<file path="src/psrc_pkg.sv">
// psrc_pkg: constants for the power state and ready control block.
// assumes the 40 MHz hclk domain; nothing here is tied to a pin.
package psrc_pkg;

  // ==========================================================
  // clock and timing
  localparam int unsigned CLK_HZ = 40000000;
  localparam int unsigned HOLDOFF_MS = 50;
  localparam int unsigned HOLDOFF_CYC = (CLK_HZ / 1000) * HOLDOFF_MS;
  localparam int unsigned READY_DELAY_US = 100;
  localparam int unsigned READY_DELAY_CYC = (CLK_HZ / 1000000) * READY_DELAY_US;

  // ==========================================================
  // register map (byte offsets)
  localparam logic [7:0] ADDR_CTRL = 8'h00;
  localparam logic [7:0] ADDR_STATUS = 8'h04;
  localparam logic [7:0] ADDR_IRQ_STAT = 8'h08;
  localparam logic [7:0] ADDR_IRQ_MASK = 8'h0C;
  localparam logic [7:0] ADDR_VCODE = 8'h10;

  // ctrl fields
  localparam int CTRL_SS_DONE = 0;
  localparam int CTRL_IN_LIMITS = 1;
  localparam int CTRL_OC_EVENT = 2;

  // status fields
  localparam int ST_ENABLED = 0;
  localparam int ST_COUPLED = 1;
  localparam int ST_TWO_PHASE = 2;
  localparam int ST_LIGHT_LOAD = 3;
  localparam int ST_READY = 4;
  localparam int ST_LDO_HIGH = 5;
  localparam int ST_HOLDOFF_DONE = 6;

  // irq fields
  localparam int IRQ_READY_RISE = 0;
  localparam int IRQ_READY_FALL = 1;
  localparam int IRQ_LL_ENTER = 2;
  localparam int IRQ_LL_EXIT = 3;
  localparam int IRQ_W = 4;

  localparam int unsigned PHASES_MAX = 3;
  localparam logic [1:0] PH_NORMAL = 2'h1;
  localparam logic [1:0] PH_LIGHT = 2'h2;

  // driver1 ldo level select code: 0 = 5.75 V, 1 = 7.75 V
  localparam logic LDO_575 = 1'b0;
  localparam logic LDO_775 = 1'b1;

  typedef enum logic [2:0] {
    RDY_OFF   = 3'b001,
    RDY_WAIT  = 3'b010,
    RDY_GOOD  = 3'b100
  } psrc_rdy_e;

endpackage : psrc_pkg

</file>
<file path="src/psrc_sync_if.sv">
// psrc_sync_if: carries synchronised pin levels from the input stage.
// assumes one clock domain; all members change on hclk.
`timescale 1ns/1ps
interface psrc_sync_if;
  logic enable;
  logic psi_n;
  logic host_rst_n;
  logic host_rst_rise;
  modport src (output enable, output psi_n, output host_rst_n, output host_rst_rise);
  modport dst (input enable, input psi_n, input host_rst_n, input host_rst_rise);
endinterface : psrc_sync_if

</file>
<file path="src/psrc_sync.sv">
// psrc_sync: two-flop synchronisers for the asynchronous control pins.
// assumes pins are asynchronous to hclk; edge detect compares stages two and three.
`timescale 1ns/1ps
module psrc_sync #(
  parameter int unsigned WIDTH = 3
) (
  input wire logic hclk,
  input wire logic hresetn,
  input wire logic [WIDTH-1:0] pins,
  psrc_sync_if.src so
);

  // ==========================================================
  // synchroniser stages
  logic [WIDTH-1:0] s1_q, s1_d;
  logic [WIDTH-1:0] s2_q, s2_d;
  logic [WIDTH-1:0] s3_q, s3_d;

  initial begin
    if (WIDTH != 3) $error("psrc_sync: WIDTH must be 3");
  end

  always_comb begin
    s1_d = pins;
    s2_d = s1_q;
    s3_d = s2_q;
  end

  // reset to the inactive levels: disabled, psi high, host in reset
  always_ff @(posedge hclk or negedge hresetn) begin
    if (!hresetn) begin
      s1_q <= 3'h2;
      s2_q <= 3'h2;
      s3_q <= 3'h2;
    end else begin
      s1_q <= s1_d;
      s2_q <= s2_d;
      s3_q <= s3_d;
    end
  end

  assign so.enable = s2_q[0];
  assign so.psi_n = s2_q[1];
  assign so.host_rst_n = s2_q[2];
  assign so.host_rst_rise = s2_q[2] & ~s3_q[2];

endmodule : psrc_sync

</file>
<file path="src/psrc_holdoff.sv">
// psrc_holdoff: counts the light-load hold-off after host reset release.
// assumes synchronised host reset level and its rising-edge pulse.
`timescale 1ns/1ps
module psrc_holdoff #(
  parameter int unsigned HOLDOFF_CYC = psrc_pkg::HOLDOFF_CYC
) (
  input wire logic hclk,
  input wire logic hresetn,
  psrc_sync_if.dst si,
  output logic done
);

  localparam int CW = $clog2(HOLDOFF_CYC + 1);
  logic [CW-1:0] cnt_q, cnt_d;
  logic done_q, done_d;

  initial begin
    if (HOLDOFF_CYC < 1) $error("psrc_holdoff: HOLDOFF_CYC must be at least 1");
  end

  always_comb begin
    cnt_d = cnt_q;
    done_d = done_q;
    if (!si.host_rst_n) begin
      cnt_d = '0;
      done_d = 1'b0;
    end else if (si.host_rst_rise) begin
      cnt_d = '0;
      done_d = 1'b0;
    end else if (!done_q) begin
      if (cnt_q == CW'(HOLDOFF_CYC - 1)) begin
        done_d = 1'b1;
      end else begin
        cnt_d = cnt_q + 1'b1;
      end
    end
  end

  always_ff @(posedge hclk or negedge hresetn) begin
    if (!hresetn) begin
      cnt_q <= '0;
      done_q <= 1'b0;
    end else begin
      cnt_q <= cnt_d;
      done_q <= done_d;
    end
  end

  assign done = done_q;

endmodule : psrc_holdoff

</file>
<file path="src/psrc_top.sv">
// psrc_top: enable, straps, voltage code, ready output and light-load entry.
// assumes an AHB-Lite master on hclk; soft-start, limit and overcurrent
// status come from software registers standing in for the analog side.
//
// Summary of operation
// - controller logic held off while enable is low, runs once it is high.
// - frequency strap to bias selects coupled inductor mode, to ground standard.
// - the eight voltage code bits form the reference code.
// - undriven voltage code lines read as one through internal pull-up.
// - phase3 negative sense tied to bias selects two-phase operation.
// - with power hint low, ldo level 5.75 V or 7.75 V per soft-start strap.
// - ready released a fixed delay after soft-start, only inside limits.
// - ready pulled low on limit loss, overcurrent or disable.
// - ready held low before soft-start finishes.
// - ready is open drain: pulls low, otherwise released, never high.
// - light load entered on low power hint, left when hint goes high.
// - light-load entry allowed only while host reset is high.
// - never light load while host reset is low.
// - 50 ms wait after host reset rises before light-load entry.
// - normal state runs all active channels in continuous conduction.
// - two-phase mode fires only channels one and two; three by default.
//
// The register addresses and the AHB-Lite slave port are this design's own decisions.
`timescale 1ns/1ps
module psrc_top #(
  parameter int unsigned HOLDOFF_CYC = psrc_pkg::HOLDOFF_CYC,
  parameter int unsigned READY_DELAY_CYC = psrc_pkg::READY_DELAY_CYC
) (
  input wire logic hclk,
  input wire logic hresetn,
  input wire logic hsel,
  input wire logic [31:0] haddr,
  input wire logic [1:0] htrans,
  input wire logic hwrite,
  input wire logic [2:0] hsize,
  input wire logic [31:0] hwdata,
  input wire logic hready,
  output logic [31:0] hrdata,
  output logic hreadyout,
  output logic hresp,
  input wire logic enable,
  input wire logic frequency_set_strap,
  input wire logic softstart_strap,
  input wire logic phase3_sense_neg,
  input wire logic [7:0] voltage_code_inputs,
  input wire logic [7:0] voltage_code_oe,
  input wire logic power_state_hint,
  input wire logic host_reset_n,
  output logic regulator_ready_o,
  output logic regulator_ready_oe,
  output logic [7:0] ref_code,
  output logic driver1_ldo_sel,
  output logic driver1_ldo_on,
  output logic [2:0] channel_enable,
  output logic ccm_mode,
  output logic coupled_mode,
  output logic irq
);

  localparam int RC = $clog2(READY_DELAY_CYC + 1);

  // strap capture layout: eight code lines, then the three straps
  localparam int SB_COUPLED = 8;
  localparam int SB_LDO = 9;
  localparam int SB_TWO_PHASE = 10;
  localparam int SB_W = 11;
  // channel enable patterns, bit n fires channel n+1
  localparam logic [2:0] CH_ALL = 3'h7;
  localparam logic [2:0] CH_TWO = 3'h3;
  localparam logic [2:0] CH_ONE = 3'h1;
  localparam logic [2:0] CH_NONE = 3'h0;

  initial begin
    if (READY_DELAY_CYC < 1) $error("psrc_top: READY_DELAY_CYC must be at least 1");
    if (HOLDOFF_CYC < 1) $error("psrc_top: HOLDOFF_CYC must be at least 1");
  end

  // ==========================================================
  // input stage
  psrc_sync_if sif ();
  logic holdoff_done;

  psrc_sync #(.WIDTH(3)) u_sync (
    .hclk(hclk),
    .hresetn(hresetn),
    .pins({host_reset_n, power_state_hint, enable}),
    .so(sif)
  );

  psrc_holdoff #(.HOLDOFF_CYC(HOLDOFF_CYC)) u_holdoff (
    .hclk(hclk),
    .hresetn(hresetn),
    .si(sif),
    .done(holdoff_done)
  );

  // straps and code pins are static board levels; two flops still guard them
  // reset to all ones, the level that floating lines settle to
  logic [SB_W-1:0] st1_q, st1_d;
  logic [SB_W-1:0] st2_q, st2_d;
  logic [7:0] vcode_pin;

  for (genvar i = 0; i < 8; i++) begin : g_vpull
    assign vcode_pin[i] = voltage_code_oe[i] ? voltage_code_inputs[i] : 1'b1;
  end

  always_comb begin
    st1_d = {phase3_sense_neg, softstart_strap, frequency_set_strap, vcode_pin};
    st2_d = st1_q;
  end

  always_ff @(posedge hclk or negedge hresetn) begin
    if (!hresetn) begin
      st1_q <= '1;
      st2_q <= '1;
    end else begin
      st1_q <= st1_d;
      st2_q <= st2_d;
    end
  end

  // ==========================================================
  // bus slave
  logic ap_q, ap_d;
  logic wr_q, wr_d;
  logic [7:0] ad_q, ad_d;
  logic [2:0] ctrl_q, ctrl_d;
  logic [psrc_pkg::IRQ_W-1:0] ist_q, ist_d;
  logic [psrc_pkg::IRQ_W-1:0] imask_q, imask_d;
  logic [31:0] rdata_q, rdata_d;
  logic [psrc_pkg::IRQ_W-1:0] ev;
  logic [6:0] status;

  always_comb begin
    ap_d = hsel & hready & htrans[1];
    wr_d = hwrite;
    ad_d = haddr[7:0];
    ctrl_d = ctrl_q;
    imask_d = imask_q;
    ist_d = ist_q;
    rdata_d = 32'h0;
    if (ap_q && wr_q) begin
      if (ad_q == psrc_pkg::ADDR_CTRL) ctrl_d = hwdata[2:0];
      if (ad_q == psrc_pkg::ADDR_IRQ_MASK) imask_d = hwdata[psrc_pkg::IRQ_W-1:0];
      if (ad_q == psrc_pkg::ADDR_IRQ_STAT) ist_d = ist_q & ~hwdata[psrc_pkg::IRQ_W-1:0];
    end
    // an event in the clearing cycle stays set
    ist_d = ist_d | ev;
    if (ap_d && !hwrite) begin
      unique case (haddr[7:0])
        psrc_pkg::ADDR_CTRL: rdata_d = {29'h0, ctrl_q};
        psrc_pkg::ADDR_STATUS: rdata_d = {25'h0, status};
        psrc_pkg::ADDR_IRQ_STAT: rdata_d = {28'h0, ist_q};
        psrc_pkg::ADDR_IRQ_MASK: rdata_d = {28'h0, imask_q};
        psrc_pkg::ADDR_VCODE: rdata_d = {24'h0, ref_code};
        default: rdata_d = 32'h0;
      endcase
    end
  end

  always_ff @(posedge hclk or negedge hresetn) begin
    if (!hresetn) begin
      ap_q <= 1'b0;
      wr_q <= 1'b0;
      ad_q <= 8'h00;
      ctrl_q <= 3'h0;
      ist_q <= '0;
      imask_q <= '0;
      rdata_q <= 32'h0;
    end else begin
      ap_q <= ap_d;
      wr_q <= wr_d;
      ad_q <= ad_d;
      ctrl_q <= ctrl_d;
      ist_q <= ist_d;
      imask_q <= imask_d;
      rdata_q <= rdata_d;
    end
  end

  // ==========================================================
  // ready sequencing
  psrc_pkg::psrc_rdy_e rdy_q, rdy_d;
  logic [RC-1:0] dly_q, dly_d;
  logic ll_q, ll_d;
  logic [7:0] ref_q, ref_d;
  logic [2:0] chen_q, chen_d;
  logic ldo_sel_q, ldo_sel_d;
  logic coupled_q, coupled_d;
  logic rdy_oe_q, rdy_oe_d;
  logic irq_q, irq_d;
  logic ldo_on_d, ccm_d;
  logic en, ok;

  assign en = sif.enable;
  assign ok = ctrl_q[psrc_pkg::CTRL_IN_LIMITS] & ~ctrl_q[psrc_pkg::CTRL_OC_EVENT];

  always_comb begin
    rdy_d = rdy_q;
    dly_d = dly_q;
    unique case (rdy_q)
      psrc_pkg::RDY_OFF: begin
        dly_d = '0;
        if (en && ctrl_q[psrc_pkg::CTRL_SS_DONE]) rdy_d = psrc_pkg::RDY_WAIT;
      end
      psrc_pkg::RDY_WAIT: begin
        if (dly_q == RC'(READY_DELAY_CYC - 1)) begin
          if (ok) rdy_d = psrc_pkg::RDY_GOOD;
        end else begin
          dly_d = dly_q + 1'b1;
        end
      end
      psrc_pkg::RDY_GOOD: begin
        // a limit or overcurrent loss restarts the whole delay
        if (!ok) begin
          rdy_d = psrc_pkg::RDY_WAIT;
          dly_d = '0;
        end
      end
    endcase
    if (!en || !ctrl_q[psrc_pkg::CTRL_SS_DONE]) rdy_d = psrc_pkg::RDY_OFF;
    // open drain: low unless good, never driven high
    rdy_oe_d = (rdy_d != psrc_pkg::RDY_GOOD);
  end

  always_ff @(posedge hclk or negedge hresetn) begin
    if (!hresetn) begin
      rdy_q <= psrc_pkg::RDY_OFF;
      dly_q <= '0;
      rdy_oe_q <= 1'b1;
    end else begin
      rdy_q <= rdy_d;
      dly_q <= dly_d;
      rdy_oe_q <= rdy_oe_d;
    end
  end

  // ==========================================================
  // power state, channels and interrupt events
  // straps and the hold-off keep running while disabled, so enable
  // alone never restarts the light-load wait
  always_comb begin
    ll_d = ll_q;
    if (!en || !sif.host_rst_n || sif.psi_n) ll_d = 1'b0;
    else if (holdoff_done) ll_d = 1'b1;
    ref_d = en ? st2_q[7:0] : 8'h00;
    coupled_d = st2_q[SB_COUPLED];
    ldo_sel_d = st2_q[SB_LDO] ? psrc_pkg::LDO_775 : psrc_pkg::LDO_575;
    chen_d = CH_NONE;
    if (en) begin
      chen_d = st2_q[SB_TWO_PHASE] ? CH_TWO : CH_ALL;
      // follow the new state so channels and ldo switch on the same edge
      if (ll_d) chen_d = CH_ONE;
    end
    ldo_on_d = en & ll_d;
    ccm_d = en & ~ll_d;
    ev = '0;
    ev[psrc_pkg::IRQ_READY_RISE] = rdy_oe_q & ~rdy_oe_d;
    ev[psrc_pkg::IRQ_READY_FALL] = ~rdy_oe_q & rdy_oe_d;
    ev[psrc_pkg::IRQ_LL_ENTER] = ~ll_q & ll_d;
    ev[psrc_pkg::IRQ_LL_EXIT] = ll_q & ~ll_d;
    irq_d = |(ist_d & imask_d);
  end

  always_ff @(posedge hclk or negedge hresetn) begin
    if (!hresetn) begin
      ll_q <= 1'b0;
      ref_q <= 8'h00;
      chen_q <= CH_NONE;
      ldo_sel_q <= psrc_pkg::LDO_575;
      coupled_q <= 1'b0;
      irq_q <= 1'b0;
    end else begin
      ll_q <= ll_d;
      ref_q <= ref_d;
      chen_q <= chen_d;
      ldo_sel_q <= ldo_sel_d;
      coupled_q <= coupled_d;
      irq_q <= irq_d;
    end
  end

  assign status = {holdoff_done, ldo_sel_q, ~rdy_oe_q, ll_q, st2_q[10], coupled_q, en};

  // ==========================================================
  // outputs
  logic ldo_on_q, ccm_q;
  always_ff @(posedge hclk or negedge hresetn) begin
    if (!hresetn) begin
      ldo_on_q <= 1'b0;
      ccm_q <= 1'b0;
    end else begin
      ldo_on_q <= ldo_on_d;
      ccm_q <= ccm_d;
    end
  end

  assign hrdata = rdata_q;
  assign hreadyout = 1'b1;
  assign hresp = 1'b0;
  assign regulator_ready_o = 1'b0;
  assign regulator_ready_oe = rdy_oe_q;
  assign ref_code = ref_q;
  assign driver1_ldo_sel = ldo_sel_q;
  assign driver1_ldo_on = ldo_on_q;
  assign channel_enable = chen_q;
  assign ccm_mode = ccm_q;
  assign coupled_mode = coupled_q;
  assign irq = irq_q;

endmodule : psrc_top

</file>
<file path="config.mk">
export PLATFORM = sky130hd
export DESIGN_NAME = psrc_top
export DESIGN_NICKNAME = d
export VERILOG_FILES = /design/src/psrc_pkg.sv /design/src/psrc_sync_if.sv /design/src/psrc_sync.sv /design/src/psrc_holdoff.sv /design/src/psrc_top.sv
export SDC_FILE = /design/constraint.sdc
export NUM_CORES = 1
export LEC_CHECK = 0
export ABC_AREA = 1
export BUFFER_PORTS_ARGS = -buffer_cell sky130_fd_sc_hd__buf_2
export CORE_ASPECT_RATIO = 1.1
export CORE_MARGIN = 2
export CORE_UTILIZATION = 43
export CTS_CLUSTER_DIAMETER = 100
export DETAILED_ROUTE_END_ITERATION = 16
export PLACE_DENSITY = 0.68
export SLEW_MARGIN = 20
export SYNTH_ARGS = -nofsm -noshare
export SYNTH_HDL_FRONTEND = slang
export SYNTH_SLANG_ARGS = --single-unit
</file>
<file path="constraint.sdc">
create_clock -name hclk -period 1.8 [get_ports hclk]
set_input_delay 0.54 -clock hclk [delete_from_list [all_inputs] [get_ports hclk]]
set_output_delay 0.54 -clock hclk [all_outputs]
set_load 0.05 [all_outputs]
</file>
=== After elaboration in Yosys (flattened, before gate mapping) ===
Cells that the tools add are included.

* Register bits: 139
* Input bits: 96
* Output and inout port bits: 52
* Logic and storage cells: 117

* Add/sub/neg operators: 2
* Eq/ne operators: 16
* Multiplexer cells: 38
* Bitwise operators: 20
* Reduce and logical (&&, ||, !) cells: 16

{| class="wikitable"
|+ Operator list
! cell !! number
|-
| $mux W21 || 4
|-
| $pmux W8 S5 || 1
|-
| $pmux W12 S3 || 1
|-
| $eq A8 B4 Y1 const B || 4
|-
| $mux W12 || 2
|-
| $mux W3 || 8
|-
| $add A21 B1 Y21 const B || 1
|-
| $eq A21 B21 Y1 const B || 1
|-
| $logic_not A8 Y1 || 2
|-
| $mux W4 || 4
|-
| $mux W8 || 2
|-
| $mux W1 || 15
|-
| $add A12 B1 Y12 const B || 1
|-
| $eq A12 B12 Y1 const B || 1
|-
| $and A1 B1 Y1 || 10
|-
| $ne A3 B3 Y1 const B || 3
|-
| $pmux W3 S3 || 1
|-
| $and A4 B4 Y4 || 2
|-
| $eq A8 B3 Y1 const B || 1
|-
| $eq A8 B5 Y1 const B || 1
|-
| $not A1 Y1 || 6
|-
| $reduce_and A2 Y1 || 3
|-
| $logic_not A1 Y1 || 4
|-
| $ne A2 B2 Y1 const B || 2
|-
| other kinds (8) || 12
|}

=== Logic depth before layout (Yosys ltp) ===
Gate-level depths: netlist of run 1.

* Depth after elaboration: 12
* Gate-level depth with buffers: 11
* Mapped depth without buffers: 11

=== Cells and area by module ===
A second synthesis of run 1 with hierarchy kept.

* Cell total of the unflattened synthesis: 612
* Area total of the unflattened synthesis: 5,348.9 um^2

{| class="wikitable"
|+ By module, submodules not included
! module !! instances !! cells an instance !! area each (um^2) !! seq. area each (um^2)
|-
| psrc_top || 1 || 393 || 3,646.0 || 2,107.0
|-
| psrc_holdoff || 1 || 210 || 1,515.2 || 550.5
|-
| psrc_sync || 1 || 9 || 187.7 || 177.7
|}

=== Worst setup path after synthesis of run 1 ===
OpenSTA, ideal clock, no wires.

* Path type: reg-to-reg
* Start point: reg u_holdoff.cnt_q[0]
* End point: reg u_holdoff.cnt_q[4]
* Setup time: 0.119 ns
* Arrival: 1.449 ns
* Path slack: 0.232 ns
* Cell stages (with the launch flop): 10
* Clock period less this slack: 1.568 ns
* Cells stage by stage: dfrtp_1 ha_1 nand2_2 nor2_2 nand2_2 nor2_4 a21oi_2 buf_6 o21ai_0 o21a_1

* Longest elaborated chain between the ends: 5
* Elaborated cells on any way between the ends: 8
* Those cells by class: 1 x add/sub; 2 x eq/ne; 4 x mux; 1 x reduce/logical

{| class="wikitable"
|+ Ends and longest elaborated chain
! what !! line !! RTL
|-
| start: declaration || psrc_holdoff.sv:14 || <nowiki>logic [CW-1:0] cnt_q, cnt_d;</nowiki>
|-
| start signal: assignment || psrc_holdoff.sv:44 || <nowiki>cnt_q <= cnt_d;</nowiki>
|-
| $add A21 B1 Y21 || psrc_holdoff.sv:34 || <nowiki>cnt_d = cnt_q + 1'b1;</nowiki>
|-
| $mux W21 || psrc_holdoff.sv:31 || <nowiki>if (cnt_q == CW'(HOLDOFF_CYC - 1)) begin</nowiki>
|-
| $mux W21 || psrc_holdoff.sv:30 || <nowiki>end else if (!done_q) begin</nowiki>
|-
| $mux W21 || psrc_holdoff.sv:27 || <nowiki>end else if (si.host_rst_rise) begin</nowiki>
|-
| $mux W21 || psrc_holdoff.sv:24 || <nowiki>if (!si.host_rst_n) begin</nowiki>
|}

Several ways; a longest one is shown, not always the timed one. The select of a mux whose other input is x is not followed.
A chain may end at the register's enable or synchronous reset.

=== Final worst setup path of run 1 ===
* Start point: reg rdy_oe_q, in the netlist regulator_ready_oe
* End point: out regulator_ready_oe

{| class="wikitable"
|+ RTL lines
! what !! line !! RTL
|-
| start: declaration || psrc_top.sv:190 || <nowiki>logic rdy_oe_q, rdy_oe_d;</nowiki>
|-
| start signal: assignment || psrc_top.sv:234 || <nowiki>rdy_oe_q <= rdy_oe_d;</nowiki>
|-
| end: declaration || psrc_top.sv:50 || <nowiki>output logic regulator_ready_oe,</nowiki>
|}

No word-level cell between the ends.

==> results of run 1 <==
-- where the power goes --
group	total (mW)	leakage [nW]	switching [mW]	internal [mW]
registers	2.65	1.35	0.0382	2.61
clock network	2.02	0.152	1.01	1.01
logic	0.438	1.52	0.337	0.101
-- kinds of logic after synthesis --
logic type,Yosys count,synth area share [%]
other cells,2,0.144
flops,112,54.5
fa+ha+maj,2,0.481
compound gates,55,5.62
simple gates,324,26.7
xor+xnor,8,1.35
buf+inv,118,11.2
-- registers in the layout, summed over array words and instances (netlist names), 2 cells and up --
| signal | flops |
|---|---|
| rdy_q | 3 |
| ist_q | 4 |
| dly_q | 12 |
| hrdata | 8 |
| st2_q | 11 |
| u_sync.s3_q | 2 |
| ad_q | 8 |
| ref_code | 8 |
| st1_q | 11 |
| u_holdoff.cnt_q | 21 |
| u_sync.s1_q | 3 |
| ctrl_q | 3 |
| imask_q | 4 |
| u_sync.s2_q | 3 |
-- Yosys cell counts --
cell type	number
or2_2	1
conb_1	2
dfrtp_1	86
inv_1	79
nand3_1	51
nor2_2	4
o21bai_1	1
nor3_2	1
xnor2_1	2
and2_1	1
ha_1	2
nand3b_1	2
nand2_1	164
o21ai_1	3
nand3b_2	1
a21oi_2	1
nand2_4	1
buf_6	4
clkinv_1	1
o21a_1	1
nor2_1	70
nand4_1	14
o21ai_0	26
nor2_4	1
a21boi_1	1
inv_2	1
dfstp_2	26
nor4_1	1
a21oi_1	19
a31o_2	1
nand2_2	4
o22ai_1	2
buf_2	2
nor3_1	8
xor2_1	6
buf_4	29
clkinv_2	1
clkbuf_1	1
-- area by class of cell --
class	instances	area, um2	share of cell area [%]
sequential	112	2840	45.6
multi-input combinational	417	1920	30.9
timing repair buffer	103	641	10.3
inverter	82	312	5.01
clock buffer	9	225	3.62
tap	154	193	3.10
clock inverter	7	88.8	1.43
-- per-layer routing --
layer	global-route usage (%)	vias to the layer above	share of wire, %
met5	0	-	0
met4	5.53	0	1.3
met3	5.36	12	4.7
met2	28.1	115	50
met1	23.9	1960	44
li1	-	2109	-
-- timing repair --
action,CTS,global route
setup buffers,0,1
pin swaps,1,5
cloned,1,0
resized for setup,1,8
endpoints found under the setup margin,16,19
-- worst min path at each step --
stage	to	slack, ns	cells after the start
3_3_place_gp	u_sync.s2_q[2]	0.34	0
6_report	u_holdoff.cnt_q[5]	0.09	1
4_1_cts	u_sync.s2_q[2]	0.08	1
3_5_place_dp	u_sync.s2_q[2]	0.34	0
5_1_grt	u_sync.s1_q[0]	0.09	1
2_1_floorplan	ad_q[0]	0.24	0
==> summary.txt, run 1 <==
Run status
  • Status: complete, no violations

Floorplan
  • Initial Util: 43.6%
  • Num ports: between 100 and 150
  • Core area: 11900 um2
  • Die outline area: 13000 um2
  • Row count: 42
  • Chip width: ~110 um
  • Height of the chip: 119 um

Final layout
  • Filler Cells Inserted: 1057
  • Layout cells sized above 1: 22.9%
  • Final nets: 823
  • Commonest non-fill, non-tap cell in the layout: nand2_1
  • Area delta synth->final: 19.4%
  • N_diodes: 0
  • Post-route design area: 6220 um2
  • Most frequent cells in the layout: nand2_1, dfrtp_1, inv_1
  • Final Core Density: between 50 and 60%
  • Layout Cells excl Fill: about 900

Worst setup path
  • Critical path fanouts, max: 3
  • CP Cell Sequence: buf_2
  • Crit start category: register
  • CP arrival: 1.18 ns
  • Critical Setup Path Class: reg -> out
  • Worst reg2reg path depth: 8
  • CP max stage cell: dfstp_2
  • Crit. End Element: primary output
  • R2R setup slack: 0.14 ns
  • CP Depth: 1
  • Worst Setup SP: regulator_ready_oe
  • Worst r2r src: u_sync.s2_q[2]
  • Critical path endpoint: regulator_ready_oe
  • WP data required: 1.26 ns
  • CP bufs+invs: 1
  • R2r endpoint: u_holdoff.cnt_q[4]
  • Slowest stage delay, CP: roughly 0.56 ns
  • Delay-heaviest family, CP: flip-flops

Power and ir drop
  • Final Power: 5.10 mW
  • Pwr dens: approximately 820 nW/um2
  • VDD IR max: 918 uV
  • Leakage: 3.03 nW

GRT
  • Grt total ovfl: 0
  • Largest net degree at the start of global routing: 50
  • Initial antenna violation count: 0
  • First-pass GRT wire length: 18.2 mm
  • Gr usage total: 17.9%
  • Number of global-route vias before repair: 3963

Yosys
  • Synth area leaders: dfrtp_1, dfstp_2, nand2_1
  • Register area share after synthesis: a little over half
  • Yosys top cell area share: between 40% and 50%
  • Netlist Area Pre-Place: 5200 um2
  • Netlist cell types: 38
  • YS warnings: 0
  • Yosys reg bits: 112
  • Cells after Synth: 621
  • Syn_area_per_cell: 8.38 um2
  • Biggest area consumer among synthesized cells: dfrtp_1

Detailed routing
  • Via/cell ratio: roughly 4.7
  • DRT Wirelength: 10.8 mm
  • DRT iter0 DRCs: 204
  • # DRC: 0
  • TritonRoute pass-1 iters: 5
  • Routed vias: 4196
  • Post-route ant nets: 0
  • Drt wl/cell: 12.2 um

Timing
  • Minimum clock period after layout: about 1.7 ns
  • Setup_tns: 0 ns
  • Final hold violations: 0
  • Max Slew Vio Count: 0
  • Min Hold Slack: a little over 0.09 ns
  • Part of the cycle the worst path needs: between 90% and 100%
  • Final WS setup: roughly 0.081 ns
  • Max Freq: approximately 580 MHz
  • Clock Skews: 0.0102 ns
  • Final Setup Violations: 0

Clock tree
  • CTS sink cnt: around 110
  • Max Root-Sink Buffers: 2
  • CTS buffer count: 9
  • CTS tree: yes
  • Worst skew pair latency: 0.36 ns
  • CTS Root Cell: clkbuf_16
  • Clock slew at reported path FFs: around 0.08 ns
  • Hold-fix buffers, CTS: 0
  • H-Tree Depth: 3

Hold path
  • Min-delay worst type: in -> async

Place
  • Routability cong.: around 0.85
  • Place WS: -0.279 ns
  • Placed cell area: approximately 6000 um2
  • Placed instance count: approximately 870
  • Hpwl dp: slightly above 8 mm
  • Number of buffers added on ports: 64

Flow run
  • Count of max-cap constraint violations: 0
Power figures use the tool's default switching activity.
==> run 2, diff against run 1 <==
--- a/config.mk
+++ b/config.mk
@@ -9,10 +9,9 @@
 export BUFFER_PORTS_ARGS = -buffer_cell sky130_fd_sc_hd__buf_2
 export CORE_ASPECT_RATIO = 1.1
 export CORE_MARGIN = 2
-export CORE_UTILIZATION = 43
+export CORE_UTILIZATION = 40
 export CTS_CLUSTER_DIAMETER = 100
 export DETAILED_ROUTE_END_ITERATION = 16
-export PLACE_DENSITY = 0.68
 export SLEW_MARGIN = 20
 export SYNTH_ARGS = -nofsm -noshare
 export SYNTH_HDL_FRONTEND = slang
==> summary.txt, run 2 (same netlist as run 1, synthesis figures left out) <==
Detailed routing
  • TritonRoute pass-1 iters: 4 (was 5)
  • DRT iter0 DRCs: 217 (was 204)
  • Via/cell ratio: 4.71 (was 4.75)
  • Drt wl/cell: 12.9 um (was 12.2 um)
  • Routed vias: 4128 (was 4196)
  • Post-route ant nets: 0 (unchanged)
  • # DRC: 0 (unchanged)
  • DRT Wirelength: 11.3 mm (was 10.8 mm)

Final layout
  • Filler Cells Inserted: 1216 (was 1057)
  • Most frequent cells in the layout: nand2_1, dfrtp_1, inv_1 (unchanged)
  • Number of flip-flops in the largest register: 21 (unchanged)
  • Layout cells sized above 1: 21.1% (was 22.9%)
  • Area delta synth->final: 17.8% (was 19.4%)
  • Biggest register: u_holdoff.cnt_q (unchanged)
  • N_diodes: 0 (unchanged)
  • Layout Cells excl Fill: 876 (was 884)
  • Biggest regs: u_holdoff.cnt_q x21, dly_q x12 (unchanged)
  • Commonest non-fill, non-tap cell in the layout: nand2_1 (unchanged)
  • Final nets: 812 (was 823)

GRT
  • Initial antenna violation count: 0 (unchanged)
  • Number of global-route vias before repair: 3963 (unchanged)
  • First-pass GRT wire length: 18.6 mm (was 18.2 mm)
  • Largest net degree at the start of global routing: 42 (was 50)
  • Grt total ovfl: 0 (unchanged)
  • Gr usage total: 17.0% (was 17.9%)

Run status
  • Status: complete, no violations (unchanged)

Power and ir drop
  • Final Power: 5.22 mW (was 5.10 mW)
  • VDD IR max: 574 uV (was 918 uV)
  • Leakage: 3.00 nW (was 3.03 nW)
  • Pwr dens: 851 nW/um2 (was 820 nW/um2)

Place
  • Routability cong.: 0.882 (was 0.854)
  • Hpwl dp: 8.32 mm (was 8.08 mm)
  • Placed instance count: 852 (was 866)
  • Number of buffers added on ports: 64 (unchanged)

Worst setup path
  • Slowest stage delay, CP: 0.41 ns (was 0.56 ns)
  • CP Cell Sequence: ha_1, nand2_2, nor2_2, nand2_2, nor2_4, a21oi_2, buf_4, nand2_1, nand2_1, inv_1, nor2_1 (was buf_2)
  • Delay-heaviest family, CP: simple AND/OR/NAND/NOR gates (was flip-flops)
  • R2r endpoint: u_holdoff.cnt_q[16] (was u_holdoff.cnt_q[4])
  • Worst r2r src: u_holdoff.cnt_q[0] (was u_sync.s2_q[2])
  • WP data required: 2.08 ns (was 1.26 ns)
  • Crit. End Element: register (was primary output)
  • R2R setup slack: 0.11 ns (was 0.14 ns)
  • Worst reg2reg path depth: 11 (was 8)
  • CP max stage cell: dfrtp_1 (was dfstp_2)
  • Crit start category: register (unchanged)
  • CP arrival: 1.98 ns (was 1.18 ns)
  • Critical path fanouts, max: 7 (was 3)
  • Critical Setup Path Class: reg -> reg (was reg -> out)
  • CP bufs+invs: 2 (was 1)

Clock tree
  • H-Tree Depth: 3 (unchanged)
  • Max Root-Sink Buffers: 2 (unchanged)
  • CTS buffer count: 9 (unchanged)
  • Worst skew pair latency: 0.35 ns (was 0.36 ns)
  • CTS tree: yes (unchanged)
  • CTS sink cnt: 112 (unchanged)
  • Clock slew at reported path FFs: 0.07 ns (was 0.08 ns)
  • Hold-fix buffers, CTS: 0 (unchanged)
  • CTS Root Cell: clkbuf_16 (unchanged)

Timing
  • Unrepaired setup endpoints after global routing: no
  • Part of the cycle the worst path needs: 94.2% (was 95.5%)
  • Minimum clock period after layout: 1.69 ns (was 1.72 ns)
  • Max Slew Vio Count: 0 (unchanged)
  • Final hold violations: 0 (unchanged)
  • Max Freq: 590 MHz (was 582 MHz)
  • Clock Skews: 0.0108 ns (was 0.0102 ns)
  • Final Setup Violations: 0 (unchanged)
  • Setup_tns: 0 ns (unchanged)

Floorplan
  • Height of the chip: 124 um (was 119 um)
  • Num ports: 148 (unchanged)
  • Chip width: 113 um (was 109 um)
  • Die outline area: 13900 um2 (was 13000 um2)
  • Core area: 12600 um2 (was 11900 um2)
  • Initial Util: 41.2% (was 43.6%)
  • Row count: 43 (was 42)

Hold path
  • Min-delay worst type: in -> async (unchanged)

Flow run
  • Count of max-cap constraint violations: 0 (unchanged)
[run 2: worst max path at each step]
stage	from	end	slack, ns	depth (start not counted)
floorplan	u_holdoff.cnt_q[0]	u_holdoff.cnt_q[4]	0.23	9
finish	u_holdoff.cnt_q[0]	u_holdoff.cnt_q[16]	0.11	11
CTS	u_holdoff.cnt_q[0]	u_holdoff.cnt_q[17]	0.05	11
global route	u_holdoff.cnt_q[0]	u_holdoff.cnt_q[17]	0.006	11
detailed placement	u_holdoff.cnt_q[0]	u_holdoff.cnt_q[4]	0.07	9
global placement	haddr[1]	hrdata[2]	0.10	10
[run 2: stage by stage]
step                hold slack [ns]  util [%]  setup slack, ns  cell area, um2
CTS                         0.00650      47.9           0.0517            6060
global placement              0.333      45.4            0.102            5740
detailed placement            0.336      45.4           0.0746            5740
global route                 0.0135      48.5          0.00582            6130
floorplan                     0.244         -            0.232            5300
finish                       0.0196      48.5            0.105            6130
[run 2: report_power, final]
group | switching, mW | leakage [nW] | internal (mW) | total (mW)
sequential | 0.0398 | 1.35 | 2.61 | 2.65
combinational | 0.339 | 1.49 | 0.0964 | 0.435
clock | 0.917 | 0.152 | 1.22 | 2.14
[run 2: cell type report]
class / instances / area, um2 / area share (%)
Inverter: 82 / 309 / 5.04
Tap cell: 157 / 196 / 3.20
Multi-Input combinational cell: 417 / 1900 / 31.0
Sequential cell: 112 / 2840 / 46.2
Timing Repair Buffer: 92 / 571 / 9.30
Clock inverter: 7 / 93.8 / 1.53
Clock buffer: 9 / 225 / 3.67
[run 2: metal layers]
metal  wire, um  GRT usage (%)
met4        212           6.55
met1       5210           21.6
met5          0              0
met3        496           4.04
met2       5410           28.4
[run 2: repair_timing]
item,CTS,global route
buffers inserted,0,7
endpoints found under the setup margin,0,6
resized for setup,0,2
